[src/verilog/relay_ctl_pkg.sv]
// constants shared by the relay output control files
// assumes a single 250 MHz clock domain and asynchronous active-low reset
package relay_ctl_pkg;
  localparam int unsigned NUM_ALARM_SRC = 12;
  // alarm source bit positions
  localparam int unsigned SRC_GROUND = 0;
  localparam int unsigned SRC_UNDERCURRENT = 1;
  localparam int unsigned SRC_UNBALANCE = 2;
  localparam int unsigned SRC_OVERLOAD = 3;
  localparam int unsigned SRC_TEMP1 = 4;
  localparam int unsigned SRC_TEMP2 = 5;
  localparam int unsigned SRC_TEMP3 = 6;
  localparam int unsigned SRC_THERMISTOR = 7;
  localparam int unsigned SRC_OPT_SW1 = 8;
  localparam int unsigned SRC_OPT_SW2 = 9;
  localparam int unsigned SRC_TEST = 10;
  localparam int unsigned SRC_POWER_LOSS = 11;
  localparam logic [NUM_ALARM_SRC-1:0] ALARM_EN_RESET = 12'h000;
  // auxiliary source selection codes
  localparam int unsigned AUX_SEL_W = 3;
  localparam logic [AUX_SEL_W-1:0] AUX_SHORT_GND = 3'h0;
  localparam logic [AUX_SEL_W-1:0] AUX_UNDERCUR = 3'h1;
  localparam logic [AUX_SEL_W-1:0] AUX_SERIAL = 3'h2;
  localparam logic [AUX_SEL_W-1:0] AUX_OPT_SW1 = 3'h3;
  localparam logic [AUX_SEL_W-1:0] AUX_OPT_SW2 = 3'h4;
  localparam logic [AUX_SEL_W-1:0] AUX_THERMISTOR = 3'h5;
  // register map, word index equals byte address / 4
  localparam int unsigned ADDR_W = 8;
  localparam logic [ADDR_W-1:0] REG_CONFIG = 8'h00;
  localparam logic [ADDR_W-1:0] REG_ALARM_EN = 8'h04;
  localparam logic [ADDR_W-1:0] REG_COMMAND = 8'h08;
  localparam logic [ADDR_W-1:0] REG_STATUS = 8'h0c;
  localparam logic [ADDR_W-1:0] REG_IRQ_STATUS = 8'h10;
  localparam logic [ADDR_W-1:0] REG_IRQ_MASK = 8'h14;
  localparam logic [ADDR_W-1:0] REG_SETPOINT = 8'h18;
  // config field positions
  localparam int unsigned CFG_TRIP_FAILSAFE = 0;
  localparam int unsigned CFG_ALARM_FAILSAFE = 1;
  localparam int unsigned CFG_SELF_CLEARING = 2;
  localparam int unsigned CFG_AUX_SEL_LO = 3;
  localparam int unsigned CFG_W = 6;
  localparam logic [CFG_W-1:0] CFG_RESET = 6'h00;
  // command register bits (write only, self clearing)
  localparam int unsigned CMD_RESET = 0;
  localparam int unsigned CMD_AUX_SET = 1;
  localparam int unsigned CMD_AUX_CLR = 2;
  // interrupt event positions
  localparam int unsigned IRQ_W = 4;
  localparam int unsigned EV_ALARM = 0;
  localparam int unsigned EV_TRIP = 1;
  localparam int unsigned EV_FAILURE = 2;
  localparam int unsigned EV_ILLEGAL = 3;
  localparam int unsigned SETPOINT_W = 16;
  localparam logic [SETPOINT_W-1:0] SETPOINT_RESET = 16'h0000;
endpackage

[src/verilog/sticky_irq.sv]
// sticky interrupt status with mask and read-to-clear
// assumes events are one-cycle or level pulses in the clk_i domain
module sticky_irq #(
  parameter int unsigned W = 4
) (
  input wire logic clk_i,
  input wire logic rst_b_i,
  input wire logic [W-1:0] event_i,
  input wire logic clear_i,
  input wire logic [W-1:0] mask_i,
  output logic [W-1:0] status_o,
  output logic irq_o
);
  logic [W-1:0] status_nxt;
  logic irq_nxt;

  // a set in the clearing cycle wins so no event is lost
  always_comb begin
    status_nxt = (clear_i ? '0 : status_o) | event_i;
    irq_nxt = |(status_nxt & mask_i);
  end

  always_ff @(posedge clk_i or negedge rst_b_i) begin
    if (!rst_b_i) begin
      status_o <= '0;
      irq_o <= 1'b0;
    end else begin
      status_o <= status_nxt;
      irq_o <= irq_nxt;
    end
  end
endmodule

[src/verilog/setpoint_guard.sv]
// setpoint store gate for keypad and serial writers
// assumes store strobes are one cycle long and synchronous to clk_i
module setpoint_guard (
  input wire logic clk_i,
  input wire logic rst_b_i,
  input wire logic access_i,
  input wire logic key_store_i,
  input wire logic [relay_ctl_pkg::SETPOINT_W-1:0] key_data_i,
  input wire logic ser_store_i,
  input wire logic [relay_ctl_pkg::SETPOINT_W-1:0] ser_data_i,
  output logic [relay_ctl_pkg::SETPOINT_W-1:0] setpoint_o,
  output logic illegal_o
);
  logic [relay_ctl_pkg::SETPOINT_W-1:0] setpoint_nxt;
  logic illegal_nxt;

  // serial store takes priority when both arrive together
  always_comb begin
    setpoint_nxt = setpoint_o;
    illegal_nxt = 1'b0;
    if (ser_store_i) begin
      setpoint_nxt = ser_data_i;
    end else if (key_store_i && access_i) begin
      setpoint_nxt = key_data_i;
    end
    if (key_store_i && !access_i) begin
      illegal_nxt = 1'b1;
    end
  end

  always_ff @(posedge clk_i or negedge rst_b_i) begin
    if (!rst_b_i) begin
      setpoint_o <= relay_ctl_pkg::SETPOINT_RESET;
      illegal_o <= 1'b0;
    end else begin
      setpoint_o <= setpoint_nxt;
      illegal_o <= illegal_nxt;
    end
  end

  a_keypad_locked: assert property (
    @(posedge clk_i) disable iff (!rst_b_i)
    key_store_i && !access_i && !ser_store_i |=> $stable(setpoint_o))
    else $error("keypad store changed setpoint without access");
  a_serial_store: assert property (
    @(posedge clk_i) disable iff (!rst_b_i)
    ser_store_i |=> setpoint_o == $past(ser_data_i))
    else $error("serial store not applied");
  a_keypad_store: assert property (
    @(posedge clk_i) disable iff (!rst_b_i)
    key_store_i && access_i && !ser_store_i
    |=> setpoint_o == $past(key_data_i))
    else $error("keypad store with access not applied");
endmodule

[src/verilog/relay_output_control.sv]
// output relay drive and setpoint protection for a motor protection unit
// assumes all inputs synchronous to clk_i; registers on a plain strobe port
// Notes on behaviour
// - four separate drives: trip, alarm, auxiliary, service
// - trip drive selectable failsafe or plain
// - alarm on any enabled alarm source
// - self clearing alarm drops when cause ends
// - held alarm stays until a reset request
// - auxiliary drive source is selectable
// - serial command directly sets or clears auxiliary
// - self-monitor failure de-energizes service drive
// - service drive always failsafe, energized when healthy
// - keypad store only with access input active
// - serial store ignores the access input
// - refused keypad store flags illegal access, keeps value
// - reads always allowed regardless of access input
module relay_output_control (
  input wire logic clk_i,
  input wire logic rst_b_i,
  // register port
  input wire logic [relay_ctl_pkg::ADDR_W-1:0] addr_i,
  input wire logic [31:0] wdata_i,
  input wire logic wr_i,
  input wire logic rd_i,
  output logic [31:0] rdata_o,
  // protection inputs
  input wire logic trip_i,
  input wire logic [relay_ctl_pkg::NUM_ALARM_SRC-1:0] alarm_src_i,
  input wire logic short_gnd_trip_i,
  input wire logic self_fail_i,
  input wire logic key_reset_i,
  // setpoint store paths
  input wire logic access_i,
  input wire logic key_store_i,
  input wire logic [relay_ctl_pkg::SETPOINT_W-1:0] key_data_i,
  input wire logic ser_store_i,
  input wire logic [relay_ctl_pkg::SETPOINT_W-1:0] ser_data_i,
  // relay coil drives, high energizes; then the illegal access flag and the interrupt
  output logic trip_coil_o,
  output logic alarm_coil_o,
  output logic aux_coil_o,
  output logic service_coil_o,
  output logic illegal_access_o,
  output logic irq_o
);
  ////////////////////////////////////////////////////////////////////////////
  // register state
  logic [relay_ctl_pkg::CFG_W-1:0] cfg_r, cfg_nxt;
  logic [relay_ctl_pkg::NUM_ALARM_SRC-1:0] alarm_en_r, alarm_en_nxt;
  logic [relay_ctl_pkg::IRQ_W-1:0] mask_r, mask_nxt;
  logic [31:0] rdata_nxt;
  logic cmd_reset, cmd_aux_set, cmd_aux_clr, irq_clear;
  logic [relay_ctl_pkg::IRQ_W-1:0] irq_status;
  logic [relay_ctl_pkg::SETPOINT_W-1:0] setpoint;
  logic illegal;
  logic trip_fail_mode, alarm_fail_mode, self_clearing_mode;
  logic [relay_ctl_pkg::AUX_SEL_W-1:0] aux_sel;

  assign trip_fail_mode = cfg_r[relay_ctl_pkg::CFG_TRIP_FAILSAFE];
  assign alarm_fail_mode = cfg_r[relay_ctl_pkg::CFG_ALARM_FAILSAFE];
  assign self_clearing_mode = cfg_r[relay_ctl_pkg::CFG_SELF_CLEARING];
  assign aux_sel = cfg_r[relay_ctl_pkg::CFG_AUX_SEL_LO +:
                         relay_ctl_pkg::AUX_SEL_W];

  // command strobes only last the write cycle
  assign cmd_reset = wr_i && addr_i == relay_ctl_pkg::REG_COMMAND &&
                     wdata_i[relay_ctl_pkg::CMD_RESET];
  assign cmd_aux_set = wr_i && addr_i == relay_ctl_pkg::REG_COMMAND &&
                       wdata_i[relay_ctl_pkg::CMD_AUX_SET];
  assign cmd_aux_clr = wr_i && addr_i == relay_ctl_pkg::REG_COMMAND &&
                       wdata_i[relay_ctl_pkg::CMD_AUX_CLR];
  assign irq_clear = rd_i && addr_i == relay_ctl_pkg::REG_IRQ_STATUS;

  ////////////////////////////////////////////////////////////////////////////
  // register write and read decode
  always_comb begin
    cfg_nxt = cfg_r;
    alarm_en_nxt = alarm_en_r;
    mask_nxt = mask_r;
    rdata_nxt = 32'h0000_0000; // unmapped reads return zero
    if (wr_i) begin
      case (addr_i)
        relay_ctl_pkg::REG_CONFIG:
          cfg_nxt = wdata_i[relay_ctl_pkg::CFG_W-1:0];
        relay_ctl_pkg::REG_ALARM_EN:
          alarm_en_nxt = wdata_i[relay_ctl_pkg::NUM_ALARM_SRC-1:0];
        relay_ctl_pkg::REG_IRQ_MASK:
          mask_nxt = wdata_i[relay_ctl_pkg::IRQ_W-1:0];
        default: ;
      endcase
    end
    // reads are never gated by the access input; only the status word reports it
    if (rd_i) begin
      case (addr_i)
        relay_ctl_pkg::REG_CONFIG:
          rdata_nxt = {26'h0, cfg_r};
        relay_ctl_pkg::REG_ALARM_EN:
          rdata_nxt = {20'h0, alarm_en_r};
        relay_ctl_pkg::REG_STATUS:
          rdata_nxt = {27'h0, access_i, service_coil_o, aux_coil_o,
                       alarm_coil_o, trip_coil_o};
        relay_ctl_pkg::REG_IRQ_STATUS:
          rdata_nxt = {28'h0, irq_status};
        relay_ctl_pkg::REG_IRQ_MASK:
          rdata_nxt = {28'h0, mask_r};
        relay_ctl_pkg::REG_SETPOINT:
          rdata_nxt = {16'h0, setpoint};
        default:
          rdata_nxt = 32'h0000_0000;
      endcase
    end
  end

  always_ff @(posedge clk_i or negedge rst_b_i) begin
    if (!rst_b_i) begin
      cfg_r <= relay_ctl_pkg::CFG_RESET;
      alarm_en_r <= relay_ctl_pkg::ALARM_EN_RESET;
      mask_r <= '0;
      rdata_o <= 32'h0000_0000;
    end else begin
      cfg_r <= cfg_nxt;
      alarm_en_r <= alarm_en_nxt;
      mask_r <= mask_nxt;
      rdata_o <= rdata_nxt;
    end
  end

  ////////////////////////////////////////////////////////////////////////////
  // alarm, auxiliary and relay state
  logic alarm_cause, reset_req;
  logic alarm_act_r, alarm_act_nxt;
  logic aux_serial_r, aux_serial_nxt;
  logic aux_src;
  logic trip_coil_nxt, alarm_coil_nxt, aux_coil_nxt, service_coil_nxt;

  assign alarm_cause = |(alarm_src_i & alarm_en_r);
  assign reset_req = key_reset_i || cmd_reset;

  always_comb begin
    // held alarm only releases on reset once the cause is gone
    if (alarm_cause) begin
      alarm_act_nxt = 1'b1;
    end else if (self_clearing_mode) begin
      alarm_act_nxt = 1'b0;
    end else if (reset_req) begin
      alarm_act_nxt = 1'b0;
    end else begin
      alarm_act_nxt = alarm_act_r;
    end
    // clear wins over set if software writes both bits
    aux_serial_nxt = aux_serial_r;
    if (cmd_aux_set) begin
      aux_serial_nxt = 1'b1;
    end
    if (cmd_aux_clr) begin
      aux_serial_nxt = 1'b0;
    end
    case (aux_sel)
      relay_ctl_pkg::AUX_SHORT_GND: aux_src = short_gnd_trip_i;
      relay_ctl_pkg::AUX_UNDERCUR:
        aux_src = alarm_src_i[relay_ctl_pkg::SRC_UNDERCURRENT];
      relay_ctl_pkg::AUX_SERIAL: aux_src = aux_serial_nxt;
      relay_ctl_pkg::AUX_OPT_SW1:
        aux_src = alarm_src_i[relay_ctl_pkg::SRC_OPT_SW1];
      relay_ctl_pkg::AUX_OPT_SW2:
        aux_src = alarm_src_i[relay_ctl_pkg::SRC_OPT_SW2];
      relay_ctl_pkg::AUX_THERMISTOR:
        aux_src = alarm_src_i[relay_ctl_pkg::SRC_THERMISTOR];
      default: aux_src = 1'b0;
    endcase
    // four independent coils; failsafe inverts so a fault drops the coil
    trip_coil_nxt = trip_fail_mode ? !trip_i : trip_i;
    alarm_coil_nxt = alarm_fail_mode ? !alarm_act_nxt : alarm_act_nxt;
    aux_coil_nxt = aux_src;
    service_coil_nxt = !self_fail_i;
  end

  always_ff @(posedge clk_i or negedge rst_b_i) begin
    if (!rst_b_i) begin
      alarm_act_r <= 1'b0;
      aux_serial_r <= 1'b0;
      trip_coil_o <= 1'b0;
      alarm_coil_o <= 1'b0;
      aux_coil_o <= 1'b0;
      service_coil_o <= 1'b0;
    end else begin
      alarm_act_r <= alarm_act_nxt;
      aux_serial_r <= aux_serial_nxt;
      trip_coil_o <= trip_coil_nxt;
      alarm_coil_o <= alarm_coil_nxt;
      aux_coil_o <= aux_coil_nxt;
      service_coil_o <= service_coil_nxt;
    end
  end

  ////////////////////////////////////////////////////////////////////////////
  // setpoint protection and interrupts
  setpoint_guard u_guard (
    .clk_i(clk_i),
    .rst_b_i(rst_b_i),
    .access_i(access_i),
    .key_store_i(key_store_i),
    .key_data_i(key_data_i),
    .ser_store_i(ser_store_i),
    .ser_data_i(ser_data_i),
    .setpoint_o(setpoint),
    .illegal_o(illegal)
  );
  assign illegal_access_o = illegal; // flop output of the guard

  sticky_irq #(.W(relay_ctl_pkg::IRQ_W)) u_irq (
    .clk_i(clk_i),
    .rst_b_i(rst_b_i),
    .event_i({illegal, self_fail_i, trip_i, alarm_cause}),
    .clear_i(irq_clear),
    .mask_i(mask_r),
    .status_o(irq_status),
    .irq_o(irq_o)
  );

  ////////////////////////////////////////////////////////////////////////////
  // checks
  // alarm state against its causes and the reset requests
  a_alarm_follows: assert property (
    @(posedge clk_i) disable iff (!rst_b_i)
    alarm_cause |=> alarm_act_r)
    else $error("enabled alarm source did not activate alarm");
  a_self_clear: assert property (
    @(posedge clk_i) disable iff (!rst_b_i)
    self_clearing_mode && !alarm_cause |=> !alarm_act_r)
    else $error("self clearing alarm did not drop");
  a_alarm_hold: assert property (
    @(posedge clk_i) disable iff (!rst_b_i)
    alarm_act_r && !self_clearing_mode && !reset_req |=> alarm_act_r)
    else $error("held alarm dropped without reset");
  a_reset_clears: assert property (
    @(posedge clk_i) disable iff (!rst_b_i)
    reset_req && !alarm_cause |=> !alarm_act_r)
    else $error("reset did not clear alarm with cause gone");
  a_reset_blocked: assert property (
    @(posedge clk_i) disable iff (!rst_b_i)
    reset_req && alarm_cause |=> alarm_act_r)
    else $error("reset cleared alarm while cause active");
  // coils run one cycle behind; the mode that counts is the one that
  // stood when the coil was loaded, hence the past value
  // the reset term keeps the release edge out, since coils still
  // hold their reset value one cycle after it
  a_alarm_coil: assert property (
    @(posedge clk_i) disable iff (!rst_b_i)
    rst_b_i |=> alarm_coil_o == (alarm_act_r ^ $past(alarm_fail_mode)))
    else $error("alarm coil wrong for mode");
  a_trip_mode: assert property (
    @(posedge clk_i) disable iff (!rst_b_i)
    ##1 trip_coil_o == ($past(trip_i) ^ $past(trip_fail_mode)))
    else $error("trip coil wrong for mode");
  a_service_drop: assert property (
    @(posedge clk_i) disable iff (!rst_b_i)
    self_fail_i |=> !service_coil_o)
    else $error("service coil energized during failure");
  a_service_ok: assert property (
    @(posedge clk_i) disable iff (!rst_b_i)
    rst_b_i && !self_fail_i |=> service_coil_o)
    else $error("service coil not energized when healthy");
  // auxiliary coil follows whichever source is selected
  a_aux_serial: assert property (
    @(posedge clk_i) disable iff (!rst_b_i)
    aux_sel == relay_ctl_pkg::AUX_SERIAL && cmd_aux_set && !cmd_aux_clr
    |=> aux_coil_o)
    else $error("serial set did not energize auxiliary");
  a_aux_clear: assert property (
    @(posedge clk_i) disable iff (!rst_b_i)
    aux_sel == relay_ctl_pkg::AUX_SERIAL && cmd_aux_clr |=> !aux_coil_o)
    else $error("serial clear did not drop auxiliary");
  a_aux_short: assert property (
    @(posedge clk_i) disable iff (!rst_b_i)
    rst_b_i && aux_sel == relay_ctl_pkg::AUX_SHORT_GND
    |=> aux_coil_o == $past(short_gnd_trip_i))
    else $error("auxiliary not following short circuit trip");
  a_aux_undercur: assert property (
    @(posedge clk_i) disable iff (!rst_b_i)
    aux_sel == relay_ctl_pkg::AUX_UNDERCUR
    |=> aux_coil_o == $past(alarm_src_i[relay_ctl_pkg::SRC_UNDERCURRENT]))
    else $error("auxiliary not following undercurrent");
  a_aux_switch_one: assert property (
    @(posedge clk_i) disable iff (!rst_b_i)
    aux_sel == relay_ctl_pkg::AUX_OPT_SW1
    |=> aux_coil_o == $past(alarm_src_i[relay_ctl_pkg::SRC_OPT_SW1]))
    else $error("auxiliary not following option switch one");
  a_aux_switch_two: assert property (
    @(posedge clk_i) disable iff (!rst_b_i)
    aux_sel == relay_ctl_pkg::AUX_OPT_SW2
    |=> aux_coil_o == $past(alarm_src_i[relay_ctl_pkg::SRC_OPT_SW2]))
    else $error("auxiliary not following option switch two");
  a_aux_thermistor: assert property (
    @(posedge clk_i) disable iff (!rst_b_i)
    aux_sel == relay_ctl_pkg::AUX_THERMISTOR
    |=> aux_coil_o == $past(alarm_src_i[relay_ctl_pkg::SRC_THERMISTOR]))
    else $error("auxiliary not following thermistor");
  a_aux_off: assert property (
    @(posedge clk_i) disable iff (!rst_b_i)
    aux_sel > relay_ctl_pkg::AUX_THERMISTOR |=> !aux_coil_o)
    else $error("unassigned auxiliary energized");
  // event bits and the level interrupt
  a_illegal_event: assert property (
    @(posedge clk_i) disable iff (!rst_b_i)
    illegal |=> irq_status[relay_ctl_pkg::EV_ILLEGAL])
    else $error("refused store did not set its status bit");
  a_failure_event: assert property (
    @(posedge clk_i) disable iff (!rst_b_i)
    self_fail_i |=> irq_status[relay_ctl_pkg::EV_FAILURE])
    else $error("self monitor failure did not set its status bit");
  a_irq_level: assert property (
    @(posedge clk_i) disable iff (!rst_b_i)
    rst_b_i |=> irq_o == |(irq_status & $past(mask_r)))
    else $error("interrupt level disagrees with masked status");
  // reads are never gated by the access input
  a_read_free: assert property (
    @(posedge clk_i) disable iff (!rst_b_i)
    rd_i && addr_i == relay_ctl_pkg::REG_SETPOINT
    |=> rdata_o[relay_ctl_pkg::SETPOINT_W-1:0] == $past(setpoint))
    else $error("setpoint read blocked");
  a_config_read: assert property (
    @(posedge clk_i) disable iff (!rst_b_i)
    rd_i && addr_i == relay_ctl_pkg::REG_CONFIG
    |=> rdata_o[relay_ctl_pkg::CFG_W-1:0] == $past(cfg_r))
    else $error("config read wrong");
  a_read_idle: assert property (
    @(posedge clk_i) disable iff (!rst_b_i)
    rst_b_i && !rd_i |=> rdata_o == 32'h0000_0000)
    else $error("read data not zero outside a read");
endmodule

[config.mk]
export PLATFORM = sky130hd
export DESIGN_NAME = relay_output_control
export DESIGN_NICKNAME = d
export VERILOG_FILES = /design/src/verilog/relay_ctl_pkg.sv /design/src/verilog/sticky_irq.sv /design/src/verilog/setpoint_guard.sv /design/src/verilog/relay_output_control.sv
export SDC_FILE = /design/constraint.sdc
export NUM_CORES = 1
export LEC_CHECK = 0
export BUFFER_PORTS_ARGS = -buffer_cell sky130_fd_sc_hd__clkbuf_2
export CAP_MARGIN = 20
export CORE_UTILIZATION = 48
export CTS_CLUSTER_SIZE = 20
export DETAILED_ROUTE_END_ITERATION = 7
export PLACE_DENSITY = 0.8
export SKIP_CTS_REPAIR_TIMING = 1
export SLEW_MARGIN = 20
export SYNTH_ARGS = -nofsm -noshare
export SYNTH_HDL_FRONTEND = slang
export SYNTH_SLANG_ARGS = --single-unit
[constraint.sdc]
create_clock -name clk_i -period 1.9 [get_ports clk_i]
set_input_delay 0.19 -clock clk_i [delete_from_list [all_inputs] [get_ports clk_i]]
set_output_delay 0.19 -clock clk_i [all_outputs]
set_load 0.02 [all_outputs]
Word-level counts from Yosys, hierarchy flattened --
Index checks and enable logic that the tools add are counted.
Operators by class: equality and inequality tests 11, mux-type cells 14, bitwise operators 3, reduce and logical (&&, ||, !) cells 20
Operators with widths (count):
- 16-bit case mux with 6 select lines | 1
- 16-bit 2-to-1 mux | 3
- 8-bit by 5-bit == test with 1-bit output (second input constant) | 3
- 8-bit by 4-bit == test with 1-bit output (second input constant) | 2
- 12-bit bitwise AND | 1
- 12-bit OR reduction | 1
- 8-bit by 3-bit == test with 1-bit output (second input constant) | 1
- 8-bit logical NOT | 1
- 1-bit 2-to-1 mux | 8
- 1-bit logical AND | 7
- 3-bit by 2-bit == test with 1-bit output (second input constant) | 2
- 3-bit == test (second input constant) | 2
- 1-bit case mux with 6 select lines | 1
- 2-bit AND reduction | 3
- 4-bit bitwise AND | 1
- 1-bit logical NOT | 4
- 4-bit 2-to-1 mux | 1
- 4-bit bitwise OR | 1
- 4-bit OR reduction | 1
- 3-bit by 1-bit == test with 1-bit output (second input constant) | 1
- 3-bit logical NOT | 1
- 2-bit nonzero test | 1
- 1-bit logical OR | 1
Word-level totals: flip-flop bits (word level) 82, input port bits 95, output and inout bits 38

Depth between registers and ports, before layout --
depth in word-level cells 9, mapped depth 6

Modules after synthesis --
From an unflattened synthesis, not the netlist that was laid out.
Unflattened totals: cell total of the unflattened synthesis 289, area, all modules 3394.5 um2
By module, submodules not included:
- relay_output_control | instances 1, cells each 178, area each 2210.9 um2, sequential area each 1101.1 um2
- setpoint_guard | instances 1, cells each 93, area each 982.2 um2, sequential area each 425.4 um2
- sticky_irq | instances 1, cells each 18, area each 201.4 um2, sequential area each 125.1 um2

Least setup slack after synthesis --
Ideal clock, no wire load.
path kind in2reg, start point in addr_i[7] (netlist name), end point reg alarm_en_r[10] (netlist name), arrival time 1.565 ns, data required time 1.775 ns, path slack 0.210 ns, cell stages on the path 5, path buffers 1, cell sequence or4b_4 nor2_1 and3_1 buf_6 mux2_2
On the way: longest elaborated chain between the ends 2
RTL lines:
- from (decl) | line relay_output_control.sv:21 | input wire logic [relay_ctl_pkg::ADDR_W-1:0] addr_i,
- 8-bit by 3-bit == test with 1-bit output | line relay_output_control.sv:82 | case (addr_i)
- 2-bit AND reduction (no source line)
- to (signal assigned) | line relay_output_control.sv:117 | alarm_en_r <= relay_ctl_pkg::ALARM_EN_RESET;
- to (signal assigned) | line relay_output_control.sv:122 | alarm_en_r <= alarm_en_nxt;
- to (decl) | line relay_output_control.sv:49 | logic [relay_ctl_pkg::NUM_ALARM_SRC-1:0] alarm_en_r, alarm_en_nxt;
No other way between the ends. A chain may end at the register's enable or synchronous reset.

Worst setup path in the final report --
start point reg alarm_en_r[3] (netlist name), end point reg u_irq.irq_o
On the way: longest elaborated chain between the ends 5
RTL lines:
- 12-bit bitwise AND | line relay_output_control.sv:136 | assign alarm_cause = |(alarm_src_i & alarm_en_r);
- 12-bit OR reduction | line relay_output_control.sv:136
- 4-bit bitwise OR | line sticky_irq.sv:19 | status_nxt = (clear_i ? '0 : status_o) | event_i;
- via u_irq.status_nxt[0] | line sticky_irq.sv:14 | logic [W-1:0] status_nxt;
- 4-bit bitwise AND | line sticky_irq.sv:20 | irq_nxt = |(status_nxt & mask_i);
- 4-bit OR reduction | line sticky_irq.sv:20
- via u_irq.irq_nxt | line sticky_irq.sv:15 | logic irq_nxt;
- to (signal assigned) | line sticky_irq.sv:29 | irq_o <= irq_nxt;
- to (decl) | line sticky_irq.sv:12 | output logic irq_o
The timed path passes the listed nets, and every way through them passes these cells.

==> reports/results.tsv <==
stage	metric	value	unit
global_routing	antenna_found_initial	0	
cells_and_area	fin_area	0.00395	sq mm
critical_path	cp_max_fo	3	
sta	max_freq	589	MHz
yosys	syn-cell-area	0.00311	sq mm
critical_path	cp_data_arrival_time	1.92	ns
cells_and_area	antenna_cells	0	
cells_and_area	fill_cells	504	
cells_and_area	mostFrequentLayoutCells	clkbuf_2, dfrtp_1, nand2_1	
min_path	hold_path_class	in2reg	
critical_path	slowest_delay	0.43	ns
global_routing	grt_max_degree	67	
placed_design	dp_hpwl	5.53	mm
sta	tns	0	ns
cells_and_area	multi_input_area	0.00133	sq mm
pwr	pwr_density_cell	838	mW/mm^2
yosys	postSynthCellCount	270	
yosys	synth-main-ff-cell	dfrtp_1	
sta	rsz0062_at_grt	false	
detailed_routing	totalWireLength	7.36	mm
critical_path	crit_chain	a22o_1 -> a221oi_1 -> and3_1 -> nand2_1 -> a221o_1	
sta	timing.hold.ws	0.0119	ns
yosys	yosys_warnings	0	
detailed_routing	drt_iter0_drc	221	
global_routing	grt_pass1_wl	12.2	mm
critical_path	startpoint_type	flop	
cells_and_area	fin_nets	474	
critical_path	crit_path_top_delay_cell	dfrtp_1	
yosys	avgSynthCellArea	11.5	sq um
cells_and_area	finalCoreUtilization	64.7	%
floorplanning	coreArea	0.00610	sq mm
detailed_routing	drc	0	
clock_network	cts_made_buffers	9	
clock_network	cts_buffer_depth	2	
floorplanning	ios	133	
placed_design	io_buffers	96	
floorplanning	dieArea	0.00680	sq mm
yosys	ys_ff_latch	66	
yosys	ys_types	41	
clock_network	cts_tree	yes	
floorplanning	die_y	82.4	um
global_routing	grt_usage	25.2	%
sta	hold_viol	0	
pwr	power	3.31	mW
outcome	outcome	finished, final reports clean	
sta	skew	0.00953	ns
clock_network	path_clk_slew	0.07	ns
clock_network	clock_latency	0.35	ns
floorplanning	start_util	50.9	%
clock_network	clock_sinks	66	
global_routing	grt.overflow.total	0	
detailed_routing	viasPerCell	5.43	
detailed_routing	antenna_left	0	
cells_and_area	regArea	0.00165	sq mm
critical_path	required	2.12	ns
yosys	seq_area_frac_synth	53.2	%
critical_path	crit_type	reg2reg	
clock_network	htree_levels	3	
detailed_routing	num_vias	2491	
critical_path	end_kind	flop	
placed_design	place_congestion	0.865	
sta	worst_slew_pin_slew	0.548	ns
yosys	synth_edf_count	0	
pwr	vdd_drop_max	0.000660	V
cells_and_area	drive_gt1_share	40.6	%
floorplanning	rows	28	
sta	period_needed	1.70	ns
detailed_routing	post_drt_wl_per_cell	16.0	um
floorplanning	dieWidth	82.4	um
sta	setup_viol	0	
placed_design	placed_area	0.00371	sq mm
cells_and_area	final_common_cell	clkbuf_2	
cells_and_area	syn_to_final_growth	27.0	%
sta	relSlewSlack	62.9	%
yosys	async_flop_share	100	%
clock_network	clockRootBuffer	clkbuf_8	
sta	fin_crit_sh	89.4	%
run	drv_cap	0	
sta	drv_slew	0	
global_routing	first_global_vias	2483	
detailed_routing	drt_first_pass_iters	4	
pwr	total_leakage_power	2.03	nW
==> logic make-up (layout without fill, tap and decap cells) <==
family | Yosys count | after routing | share of synthesized area (%)
xor gates and xnor gates | 2 | 2 | 0.564
DFF | 66 | 66 | 53.2
AOI/OAI and AO/OA | 52 | 52 | 11.3
other | 1 | 16 | 0.121
and+or+nand+nor | 71 | 71 | 12.3
buffers and inverters | 31 | 130 | 6.04
muxes | 47 | 47 | 16.5
==> critical path: cells and delay by family, from the launching register on <==
kind	cells	cell delay [ns]
AO/OA/AOI/OAI	3	0.80
AND/OR/NAND/NOR	2	0.35
flip-flops	1	0.43
==> layer usage <==
metal  up-vias  track usage [%]  part of all wire (%)  routed length, um
li1       1157                -                     -                  -
met1      1211             31.9                    43               3190
met3        17             6.59                   6.6                487
met2       106             40.2                    48               3510
met4         0             12.3                   2.3                171
met5         -                0                     0                  0
==> power by group <==
group	internal [mW]	switching (mW)
combinational	0.182	0.236
clock	0.811	0.526
sequential	1.49	0.0599
==> through the flow <==
stage                     worst slack, ns  cells
after detailed placement           0.0601    442
after global routing               0.0919    459
final                               0.202    459
after CTS                           0.206    458
after floorplan                     0.210    285
after global placement             0.0993    442
==> flip-flops by register name, summed over array words and instances (netlist names), 4 cells and up <==
name	cells
u_irq.status_o	4
alarm_en_r	12
cfg_r	6
rdata_o	16
u_guard.setpoint_o	16
mask_r	4
==> worst paths after layout <==
path	start	endpoint	slack [ns]	depth (start not counted)
max reg2reg	alarm_en_r[3]	u_irq.irq_o	0.20	5
min reg2reg	u_guard.setpoint_o[12]	u_guard.setpoint_o[12]	0.48	2
min in group asynchronous	rst_b_i	u_guard.setpoint_o[9]	0.38	3
max	alarm_en_r[3]	u_irq.irq_o	0.20	5
min	self_fail_i	service_coil_o	0.01	2
max in group asynchronous	rst_b_i	u_irq.status_o[0]	1.22	3
==> cell usage after synthesis, drive strengths merged, types with 2 or more instances <==
master	instances	area share, %
nand3	5	0.81
dfrtp	66	53
a31oi	4	0.81
buf	23	5.1
nand2	28	3.4
a21o	3	0.73
and3	5	1.0
mux2i	23	7.4
a221oi	3	0.85
nor2b	4	0.81
nor3	3	0.48
and2	4	0.81
a21oi	4	0.64
a22oi	2	0.48
nor2	12	1.5
o21ai	20	3.2
inv	3	0.36
mux2	23	8.3
clkbuf	5	0.60
nor4b	4	2.0
xor2	2	0.56
a22o	10	2.8
==> layout make-up <==
| class | count | area share [%] |
|---|---|---|
| clock buffers | 12 | 3.93 |
| multi-input cells | 188 | 33.6 |
| repair buffers | 111 | 16.0 |
| flip-flops and latches | 66 | 41.9 |
| inverters | 3 | 0.285 |
| clock inverters | 4 | 1.87 |
| well taps | 75 | 2.38 |
(Power assumes the default switching activity.)
